<file path="src/include/charger_regs_pkg.sv">
package charger_regs_pkg;
	// =====================================================================
	// register offsets
	localparam logic [7:0] CHG_CTL_OFS = 8'h0b;
	localparam logic [7:0] CTL_ONE_OFS = 8'h0c;
	localparam logic [7:0] STATUS_OFS = 8'h0d;
	localparam logic [7:0] FLAGS_OFS = 8'h0e;
	localparam logic [7:0] MASKS_OFS = 8'h0f;

	// =====================================================================
	// field positions
	localparam int REG_RST_BIT = 7;
	localparam int WDOG_EXPIRED_BIT = 3;
	localparam int CHARGE_ON_BIT = 7;
	localparam int ROLE_LSB = 5;
	localparam int FREQ_LSB = 3;
	localparam int BUS_PROT_BIT = 2;
	localparam int BATT_PROT_BIT = 1;
	localparam int DIE_PROT_BIT = 0;
	localparam int ADC_DONE_BIT = 0;

	// =====================================================================
	// values after reset and counts
	localparam logic [1:0] FREQ_NOMINAL = 2'h0;
	localparam logic [7:0] MASK_RESET = 8'h00;
	localparam logic [7:0] FLAG_RESET = 8'h00;
	localparam logic [1:0] INIT_WAIT = 2'h2;
	localparam int ALARM_W = 5;
	localparam int ATTACH_W = 2;

	// role field: 00 standalone, 01 slave, 1x master
	typedef enum logic [1:0] {
		ROLE_ALONE = 2'h0,
		ROLE_SLAVE = 2'h1,
		ROLE_MASTER = 2'h2
	} role_t;

	typedef struct packed {
		logic charge_on;
		logic [1:0] freq_offset_sel;
		logic bus_thermistor_prot_off;
		logic batt_thermistor_prot_off;
		logic die_temp_prot_off;
	} ctl_one_t;

	localparam ctl_one_t CTL_RESET = '{1'b0, FREQ_NOMINAL, 1'b0, 1'b0, 1'b0};

	// register access strobe group
	typedef struct packed {
		logic [7:0] addr;
		logic wr;
		logic rd;
		logic [7:0] wdata;
	} reg_req_t;
endpackage

</file>
<file path="src/rtl/level_sync2.sv">
`timescale 1ns/1ps
module level_sync2 #(
	parameter int WIDTH = 1
) (
	// clock and reset
	input wire logic clk_i,
	input wire logic rst_b_i,
	// levels
	input wire logic [WIDTH-1:0] async_i,
	output logic [WIDTH-1:0] sync_o
);
	logic [WIDTH-1:0] meta_q;

	initial begin
		if (WIDTH < 1) $error("level_sync2: WIDTH must be at least 1");
	end

	// first stage is read only by the second stage
	always_ff @(posedge clk_i or negedge rst_b_i) begin
		if (!rst_b_i) begin
			meta_q <= '0;
			sync_o <= '0;
		end else begin
			meta_q <= async_i;
			sync_o <= meta_q;
		end
	end
endmodule

</file>
<file path="src/rtl/charger_ctrl_alarm_irq_regs.sv">
`timescale 1ns/1ps
// Function
// bit 7 charge on; cleared by reset, watchdog
// read-only role field, untouched by resets
// two-bit frequency shift field, resets 00
// bus thermistor disable, default 1 if master
// battery thermistor disable, default 1 if master
// bit 0 die protection disable, resets 0
// alarm status bits follow live conditions
// insertion status bits follow live thresholds
// done clears on request or in continuous mode, sets on single-shot completion
// alarm/insert flags sticky, cleared by read
// done flag set only on single-shot completion
// masks block alert; register reset only
// alert held while any unmasked flag set
// host reads flags after each alert
// register reset restores resettable fields only
// watchdog timeout sets flag, clears charge
module charger_ctrl_alarm_irq_regs (
	// clock and reset
	input wire logic clk_i,
	input wire logic rst_b_i,
	// register access from the serial engine
	input charger_regs_pkg::reg_req_t req_i,
	output logic [7:0] reg_rdata_o,
	// analog comparators and role strap (asynchronous)
	input wire logic [charger_regs_pkg::ALARM_W-1:0] alarm_live_i,
	input wire logic [charger_regs_pkg::ATTACH_W-1:0] attach_live_i,
	input wire logic [1:0] role_select_i,
	// converter and watchdog events (same clock)
	input wire logic adc_oneshot_req_i,
	input wire logic adc_oneshot_done_i,
	input wire logic adc_continuous_i,
	input wire logic wdt_timeout_i,
	// control outputs
	output charger_regs_pkg::ctl_one_t ctl_o,
	output logic alert_b_o
);
	import charger_regs_pkg::*;

	localparam int SYNC_W = ALARM_W + ATTACH_W + 2;

	// =====================================================================
	// input synchronisers
	logic [SYNC_W-1:0] sync_w;
	level_sync2 #(.WIDTH(SYNC_W)) level_sync2_i (
		.clk_i(clk_i),
		.rst_b_i(rst_b_i),
		.async_i({alarm_live_i, attach_live_i, role_select_i}),
		.sync_o(sync_w)
	);

	logic [ALARM_W+ATTACH_W-1:0] live_w;
	logic [1:0] role_w;
	assign live_w = sync_w[SYNC_W-1:2];
	assign role_w = sync_w[1:0];

	// =====================================================================
	// decode
	function automatic logic hit(input logic strobe, input logic [7:0] addr,
		input logic [7:0] ofs);
		return strobe && (addr == ofs);
	endfunction

	wire wr_ctl_w = hit(req_i.wr, req_i.addr, CHG_CTL_OFS);
	wire wr_one_w = hit(req_i.wr, req_i.addr, CTL_ONE_OFS);
	wire wr_mask_w = hit(req_i.wr, req_i.addr, MASKS_OFS);
	wire rd_flag_w = hit(req_i.rd, req_i.addr, FLAGS_OFS);
	wire rd_ctl_w = hit(req_i.rd, req_i.addr, CHG_CTL_OFS);
	wire regrst_w = wr_ctl_w && req_i.wdata[REG_RST_BIT];
	wire master_w = role_w[1];

	// =====================================================================
	// state
	ctl_one_t ctl_d;
	logic [7:0] mask_q, mask_d;
	logic [7:0] flag_q, flag_d, set_w;
	logic [ALARM_W+ATTACH_W-1:0] live_prev_q;
	logic done_q, done_d;
	logic watchdog_expired_flag_q, watchdog_expired_flag_d;
	logic [1:0] init_q, init_d;
	logic [7:0] rdata_d, status_w;
	logic alert_d;

	// strap is valid only after the synchroniser has filled, so load one cycle later;
	// a strap change after this is not reloaded until a register reset
	wire init_load_w = (init_q == INIT_WAIT);
	assign init_d = (init_q > INIT_WAIT) ? init_q : init_q + 2'h1;

	assign status_w = {live_w, done_q};

	// flag events: rising edge of a live condition, or single-shot end
	assign set_w = {live_w & ~live_prev_q,
		adc_oneshot_done_i && !adc_continuous_i};
	// an event in the reading cycle survives the clear
	assign flag_d = set_w | (rd_flag_w ? FLAG_RESET : flag_q);

	assign done_d = adc_continuous_i ? 1'b0 :
		adc_oneshot_req_i ? 1'b0 :
		adc_oneshot_done_i ? 1'b1 : done_q;

	assign watchdog_expired_flag_d = wdt_timeout_i | (watchdog_expired_flag_q && !rd_ctl_w);
	assign mask_d = regrst_w ? MASK_RESET : (wr_mask_w ? req_i.wdata : mask_q);

	always_comb begin
		ctl_d = ctl_o;
		if (wr_one_w) begin
			ctl_d.charge_on = req_i.wdata[CHARGE_ON_BIT];
			ctl_d.freq_offset_sel = req_i.wdata[FREQ_LSB+:2];
			ctl_d.bus_thermistor_prot_off = req_i.wdata[BUS_PROT_BIT];
			ctl_d.batt_thermistor_prot_off = req_i.wdata[BATT_PROT_BIT];
			ctl_d.die_temp_prot_off = req_i.wdata[DIE_PROT_BIT];
		end
		if (regrst_w || init_load_w) begin
			ctl_d = CTL_RESET;
			ctl_d.bus_thermistor_prot_off = master_w;
			ctl_d.batt_thermistor_prot_off = master_w;
		end
		if (wdt_timeout_i) begin
			ctl_d.charge_on = 1'b0;
		end
	end

	// read mux; role reads straight from the strap, never stored
	always_comb begin
		rdata_d = 8'h00;
		case (req_i.addr)
			CHG_CTL_OFS: rdata_d[WDOG_EXPIRED_BIT] = watchdog_expired_flag_q;
			CTL_ONE_OFS: rdata_d = {ctl_o.charge_on, role_w, ctl_o.freq_offset_sel,
				ctl_o.bus_thermistor_prot_off, ctl_o.batt_thermistor_prot_off,
				ctl_o.die_temp_prot_off};
			STATUS_OFS: rdata_d = status_w;
			FLAGS_OFS: rdata_d = flag_q;
			MASKS_OFS: rdata_d = mask_q;
			default: rdata_d = 8'h00;
		endcase
	end

	// alert follows the next flag state so it drops right after the read
	assign alert_d = (|(flag_d & ~mask_d)) | watchdog_expired_flag_d;

	always_ff @(posedge clk_i or negedge rst_b_i) begin
		if (!rst_b_i) begin
			ctl_o <= CTL_RESET;
			mask_q <= MASK_RESET;
			flag_q <= FLAG_RESET;
			live_prev_q <= '0;
			done_q <= 1'b0;
			watchdog_expired_flag_q <= 1'b0;
			init_q <= 2'h0;
			reg_rdata_o <= 8'h00;
			alert_b_o <= 1'b1;
		end else begin
			ctl_o <= ctl_d;
			mask_q <= mask_d;
			flag_q <= flag_d;
			live_prev_q <= live_w;
			done_q <= done_d;
			watchdog_expired_flag_q <= watchdog_expired_flag_d;
			init_q <= init_d;
			reg_rdata_o <= req_i.rd ? rdata_d : reg_rdata_o;
			alert_b_o <= !alert_d;
		end
	end
endmodule

</file>
<file path="config.mk">
export PLATFORM = sky130hd
export DESIGN_NAME = charger_ctrl_alarm_irq_regs
export DESIGN_NICKNAME = d
export VERILOG_FILES = /design/src/include/charger_regs_pkg.sv /design/src/rtl/level_sync2.sv /design/src/rtl/charger_ctrl_alarm_irq_regs.sv
export SDC_FILE = /design/constraint.sdc
export NUM_CORES = 1
export LEC_CHECK = 0
export ABC_AREA = 1
export BUFFER_PORTS_ARGS = -buffer_cell sky130_fd_sc_hd__buf_2
export CAP_MARGIN = 0
export CORE_MARGIN = 2
export CORE_UTILIZATION = 55
export DETAILED_ROUTE_END_ITERATION = 7
export PLACE_DENSITY = 0.79
export SYNTH_ARGS = -nofsm -noshare
export SYNTH_HDL_FRONTEND = slang
export SYNTH_SLANG_ARGS = --single-unit
</file>
<file path="constraint.sdc">
create_clock -name clk_i -period 1.25 [get_ports clk_i]
set_input_delay 0.125 -clock clk_i [delete_from_list [all_inputs] [get_ports clk_i]]
set_output_delay 0.125 -clock clk_i [all_outputs]
set_load 0.005 [all_outputs]
</file>
==> results of run 1 <==
==> routing by layer <==
metal,track usage,up-vias
li1,-,1043
met1,0.306,959
met2,0.375,76
met3,0.0470,16
met4,0.146,0
met5,0,-
==> cells in the final DEF (no fill, tap or decap), drive strengths merged <==
cell type / n
clkinv: 3
a211oi: 2
nor2: 11
dfstp: 1
inv: 53
xnor2: 1
a21oi: 1
nand3: 21
o21ai: 30
dlygate4sd3: 13
ha: 2
clkinvlp: 2
nor4: 1
buf: 71
nand4: 6
nor3: 3
clkbuf: 9
o22ai: 8
dfrtp: 59
nand3b: 1
or2: 1
bufinv: 1
nand2: 63
a31oi: 2
==> cell families after synthesis <==
family                     synth area share
AOI/OAI and AO/OA                    0.0981
and+or+nand+nor                       0.223
adders and majority gates           0.00962
DFF                                   0.578
buffers and inverters                0.0885
xor gates and xnor gates            0.00337
==> power breakdown <==
group          switching, mW  internal [mW]
combinational          0.211          0.164
clock                  0.797          0.928
sequential            0.0326           2.02
==> critical path, delay by kind of cell, from the launching register on <==
kind | cells | cell delay, ns
AOI/OAI and AO/OA | 1 | 0.05
buffers and inverters | 2 | 0.16
DFF | 1 | 0.40
and+or+nand+nor | 3 | 0.27
adders and majority gates | 1 | 0.19
==> stage by stage <==
| step | instance area [sq um] | hold WS, ns | std cells | total power [mW] |
|---|---|---|---|---|
| after floorplan | 2600 | -0.171 | 268 | 2.24 |
| after global placement | 3070 | 0.0417 | 390 | 2.43 |
| after detailed placement | 3070 | 0.0450 | 390 | 2.44 |
| after CTS | 3400 | 0.0524 | 419 | 4.20 |
| after global routing | 3410 | 0.0649 | 419 | 4.33 |
| final | 3410 | 0.0548 | 419 | 4.16 |
==> final timing paths <==
| path | startpoint | cells past startpoint | slack, ns | to |
|---|---|---|---|---|
| min in group asynchronous | rst_b_i | 2 | 0.21 | reg_rdata_o[5] |
| max reg2reg | init_q[1] | 7 | 0.07 | ctl_o[2] |
| max in group asynchronous | rst_b_i | 3 | 0.52 | ctl_o[0] |
| min reg2reg | level_sync2_i.meta_q[3] | 0 | 0.35 | level_sync2_i.sync_o[3] |
| max | init_q[1] | 7 | 0.07 | ctl_o[2] |
| min | req_i[3] | 3 | 0.05 | ctl_o[3] |
==> timing repair <==
action | 4_1_cts | 5_1_grt
resized for setup | 0 | 2
hold endpoints to repair | 23 | 0
endpoints found under the setup margin | 0 | 3
hold buffers | 13 | 0
==> cell type report <==
class	instances	area (sq um)
Tap cell	54	67.6
Inverter	52	198
Multi-Input combinational cell	153	868
Clock buffer	9	124
Timing Repair Buffer	84	571
Fill cell	356	1220
Clock inverter	7	76.3
Sequential cell	60	1500
==> sequential cells by signal (all words and copies together) (netlist names), 2 cells and up <==
| name | count |
|---|---|
| init_q | 2 |
| mask_q | 8 |
| reg_rdata_o | 8 |
| level_sync2_i.sync_o | 9 |
| ctl_o | 6 |
| flag_q | 8 |
| level_sync2_i.meta_q | 9 |
| live_prev_q | 7 |
==> flow_metrics.env, run 1 <==
export IMPL_status="finished, final reports clean"
export IMPL_dp_slack_ns=-0.116
export IMPL_drive_gt1_frac=0.329
export IMPL_grt_start_max_net_pins=36
export IMPL_avgSynthCellArea_sq_um=9.71
export IMPL_wl_met1_mm=2.47
export IMPL_yosys_most_used_dff="dfrtp_1"
export IMPL_postLayoutCoreUtil=0.736
export IMPL_synth_top_area_share=0.568
export IMPL_die_h_um=72.8
export IMPL_setup_violations=0
export IMPL_numCtsBuffers=9
export IMPL_htree_levels=3
export IMPL_clkSinkCount=60
export IMPL_critical_path_class="reg -> reg"
export IMPL_drtPass1Iterations=4
export IMPL_nets=395
export IMPL_worst_pin_slew_ns=0.331
export IMPL_grt_first_pass_wirelength_mm=9.32
export IMPL_antenna_found_initial=0
export IMPL_drt_wirelength_per_cell_um=13.5
export IMPL_cts_root_buf="clkbuf_8"
export IMPL_hold_violations=0
export IMPL_crit_top_cell="nand2_2"
export IMPL_antennaDiodeCount=0
export IMPL_syn_area_sq_um=2600
export IMPL_clockBufferDepth=2
export IMPL_synth_area_leaders="dfrtp_1 (57%), nand2_1 (7.6%), inv_1 (6.8%), o21ai_0 (4.0%), nand3_1 (3.7%)"
export IMPL_die_x_um=72.8
export IMPL_core_area_sq_um=4630
export IMPL_finalClockSkew_ns=0.00718
export IMPL_drt_wl_total_mm=5.67
export IMPL_post_cts_setup_buffers=0
export IMPL_ys_top_cells_by_count="dfrtp_1 (59), nand2_1 (53), inv_1 (47)"
export IMPL_post_dp_hpwl_mm=4.13
export IMPL_num_vias=2094
export IMPL_ant_nets=0
export IMPL_grt_overflow_total=0
export IMPL_wl_met2_mm=2.69
export IMPL_clk_pin_slew_ns=0.07
export IMPL_rows=25
export IMPL_post_route_min_period_ns=1.18
export IMPL_drcViolationCount=0
export IMPL_cp_max_fo=7
export IMPL_cp_cell_sequence="ha_1 -> inv_1 -> nand2_2 -> inv_4 -> nand2_2 -> nor2_1 -> a31oi_1"
export IMPL_drv_slew=0
export IMPL_area_delta_synth_final_pct=31.0
export IMPL_crit_slowest_cell="dfrtp_1"
export IMPL_async_flop_share=1.00
export IMPL_relSlewSlack=0.779
export IMPL_worstPathArrival_ns=1.39
export IMPL_synth_top_cell_by_area="dfrtp_1"
export IMPL_cp_end_kind="register"
export IMPL_layout_setup_ws_ns=0.0705
export IMPL_maxUsedRoutingLayer="met4"
export IMPL_timing_fmax_mhz=848
export IMPL_io_buffers=47
export IMPL_synth_nets=303
export IMPL_synth_seq_cells=60
export IMPL_clk_latency_ns=0.33
export IMPL_power_density_nw_per_um2=1220
export IMPL_grt_use_total=0.239
export IMPL_ys_seq_area_frac=0.578
export IMPL_synthCells=268
export IMPL_start_util=0.562
export IMPL_initialDrtViolationCount=145
export IMPL_finalCritPeriodShare=0.944
export IMPL_num_io_pins=48
export IMPL_synth_warnings=0
export IMPL_rsz0062_at_grt="no"
export IMPL_critPathLaunchType="register"
export IMPL_route_met3_wl_um=335
export IMPL_tns_ns=0
export IMPL_cts_tree="yes"
export IMPL_yosysMostFrequentCell="dfrtp_1"
export IMPL_min_path_type="in -> reg"
export IMPL_cap_violations=0
export IMPL_vias_per_cell=5.00
export IMPL_peakVddDrop_uv=894
export IMPL_synth_edf_count=0
export IMPL_cp_required_ns=1.46
export IMPL_slowest_delay_ns=0.40
export IMPL_grt_pass1_vias=2095
export IMPL_place_congestion=0.906
export IMPL_dieArea_sq_um=5300
export IMPL_synthDistinctLibCells=31
export IMPL_leakage_nw=1.83
Power figures use the tool's default switching activity.
==> run 2: changes to the inputs <==
RECOVER_POWER = 100   (was default)
==> flow_metrics.env, run 2 (same netlist as run 1, synthesis figures left out) <==
export IMPL_nets=395
export IMPL_status="finished, final reports clean"
export IMPL_cts_root_buf="clkbuf_8"
export IMPL_clockBufferDepth=2
export IMPL_numCtsBuffers=9
export IMPL_cap_violations=0
export IMPL_ant_nets=0
export IMPL_grt_busiest_layer="met2"
export IMPL_grt_use_total=0.239
export IMPL_cp_max_fo=7
export IMPL_dieArea_sq_um=5300
export IMPL_core_area_sq_um=4630
export IMPL_min_path_type="in -> reg"
export IMPL_post_dp_hpwl_mm=4.13
export IMPL_grt_start_max_net_pins=36
export IMPL_drt_wirelength_per_cell_um=13.7
export IMPL_num_vias=2099
export IMPL_power_density_nw_per_um2=1230
export IMPL_drv_slew=0
export IMPL_use_met2=0.375
export IMPL_finalNonFillerCells=419
export IMPL_start_util=0.562
export IMPL_final_cell_mix="dfrtp_1 (59), nand2_1 (57), inv_1 (49)"
export IMPL_initialDrtViolationCount=133
export IMPL_relSlewSlack=0.466
export IMPL_place_congestion=0.906
export IMPL_peakVddDrop_uv=894
export IMPL_grt_first_pass_wirelength_mm=9.32
export IMPL_setup_violations=0
export IMPL_clk_latency_ns=0.34
export IMPL_drt_wl_total_mm=5.73
export IMPL_cp_required_ns=1.46
export IMPL_die_x_um=72.8
export IMPL_finalClockSkew_ns=0.00821
export IMPL_fillCellCount=360
export IMPL_leakage_nw=1.81
export IMPL_critPathLaunchType="register"
export IMPL_worst_pin_slew_ns=0.801
export IMPL_finalCritPeriodShare=0.942
export IMPL_drtPass1Iterations=4
export IMPL_timing_fmax_mhz=849
export IMPL_total_power_mw=4.16
export IMPL_use_met3=0.0470
export IMPL_drcViolationCount=0
export IMPL_rsz0062_at_grt="no"
export IMPL_die_h_um=72.8
export IMPL_hold_violations=0
export IMPL_area_delta_synth_final_pct=29.9
export IMPL_htree_levels=3
export IMPL_antenna_found_initial=0
export IMPL_post_route_min_period_ns=1.18
export IMPL_grt_use_met1=0.306
export IMPL_clkSinkCount=60
export IMPL_num_io_pins=48
export IMPL_vias_per_cell=5.01
export IMPL_cts_tree="yes"
export IMPL_cp_end_kind="register"
export IMPL_worstPathArrival_ns=1.39
export IMPL_grt_overflow_total=0
export IMPL_final_common_cell="dfrtp_1"
export IMPL_rows=25
export IMPL_clk_pin_slew_ns=0.07
export IMPL_drive_gt1_frac=0.288
export IMPL_grt_pass1_vias=2095
export IMPL_io_buffers=47
export IMPL_numPlacedInstances=390
export IMPL_critical_path_class="reg -> reg"
export IMPL_antennaDiodeCount=0
export IMPL_reg_largest_list="level_sync2_i.meta_q: 9 flops, level_sync2_i.sync_o: 9 flops"
## run 2: cell types whose count changed in the layout (fill, tap and decap cells not counted), moves of 2 or more
| cell | change |
|---|---|
| buf_4 | -4 |
| clkbuf_1 | +6 |
| nand2_2 | -4 |
| nand2_1 | +4 |
| inv_1 | +2 |
| buf_2 | -5 |
| clkbuf_4 | +3 |
| o21ai_1 | -4 |
| o21ai_0 | +5 |
| inv_2 | -2 |
## run 2: area by class of cell
class / instances / area [sq um] / area share
tap: 54 / 67.6 / 0.0200
clock inverter: 7 / 76.3 / 0.0226
clock buffer: 9 / 124 / 0.0367
sequential: 60 / 1500 / 0.445
timing repair buffer: 84 / 561 / 0.166
multi-input combinational: 153 / 851 / 0.252
inverter: 52 / 198 / 0.0585
## run 2: per-layer routing
metal | vias up | routed length, um
li1 | 1041 | -
met1 | 961 | 2500
met2 | 81 | 2720
met3 | 16 | 331
met4 | 0 | 179
met5 | - | 0
## run 2: worst paths after layout
check,from,to,slack (ns),depth (start not counted)
max in group asynchronous,rst_b_i,ctl_o[0],0.16,3
setup reg to reg,init_q[1],ctl_o[2],0.07,7
setup / recovery,init_q[1],ctl_o[2],0.07,7
hold / removal,req_i[3],ctl_o[3],0.05,3
hold reg to reg,level_sync2_i.meta_q[3],level_sync2_i.sync_o[3],0.35,0
min in group asynchronous,rst_b_i,reg_rdata_o[5],0.38,2
## run 2: report_power, final
group	internal, mW	total, mW	switching [mW]
logic	0.162	0.371	0.209
clock network	0.928	1.73	0.802
registers	2.02	2.06	0.0319
## run 2: repair_timing
item | CTS | global route
buffers inserted | 0 | 0
setup endpoints to repair | 0 | 3
hold buffers | 13 | 0
resized for setup | 0 | 2
hold endpoints to repair | 23 | 0
## run 2: worst max-delay path, stage by stage (launching register included)
cell	delay, ns
dfrtp_1	0.40
ha_1	0.19
inv_1	0.06
nand2_2	0.08
inv_4	0.10
nand2_2	0.09
nor2_1	0.10
a31oi_1	0.05
## run 2: stage by stage
stage / area, sq um / hold WS, ns / setup WS (ns) / TNS (ns) / util
5_1_grt: 3380 / 0.0665 / 0.00665 / 0 / 0.730
3_5_place_dp: 3070 / 0.0450 / -0.116 / -0.800 / 0.664
4_1_cts: 3400 / 0.0524 / 0.0418 / 0 / 0.735
2_1_floorplan: 2600 / -0.171 / 0.0552 / 0 / -
3_3_place_gp: 3070 / 0.0417 / -0.129 / -0.623 / 0.664
6_report: 3380 / 0.0550 / 0.0724 / 0 / 0.730
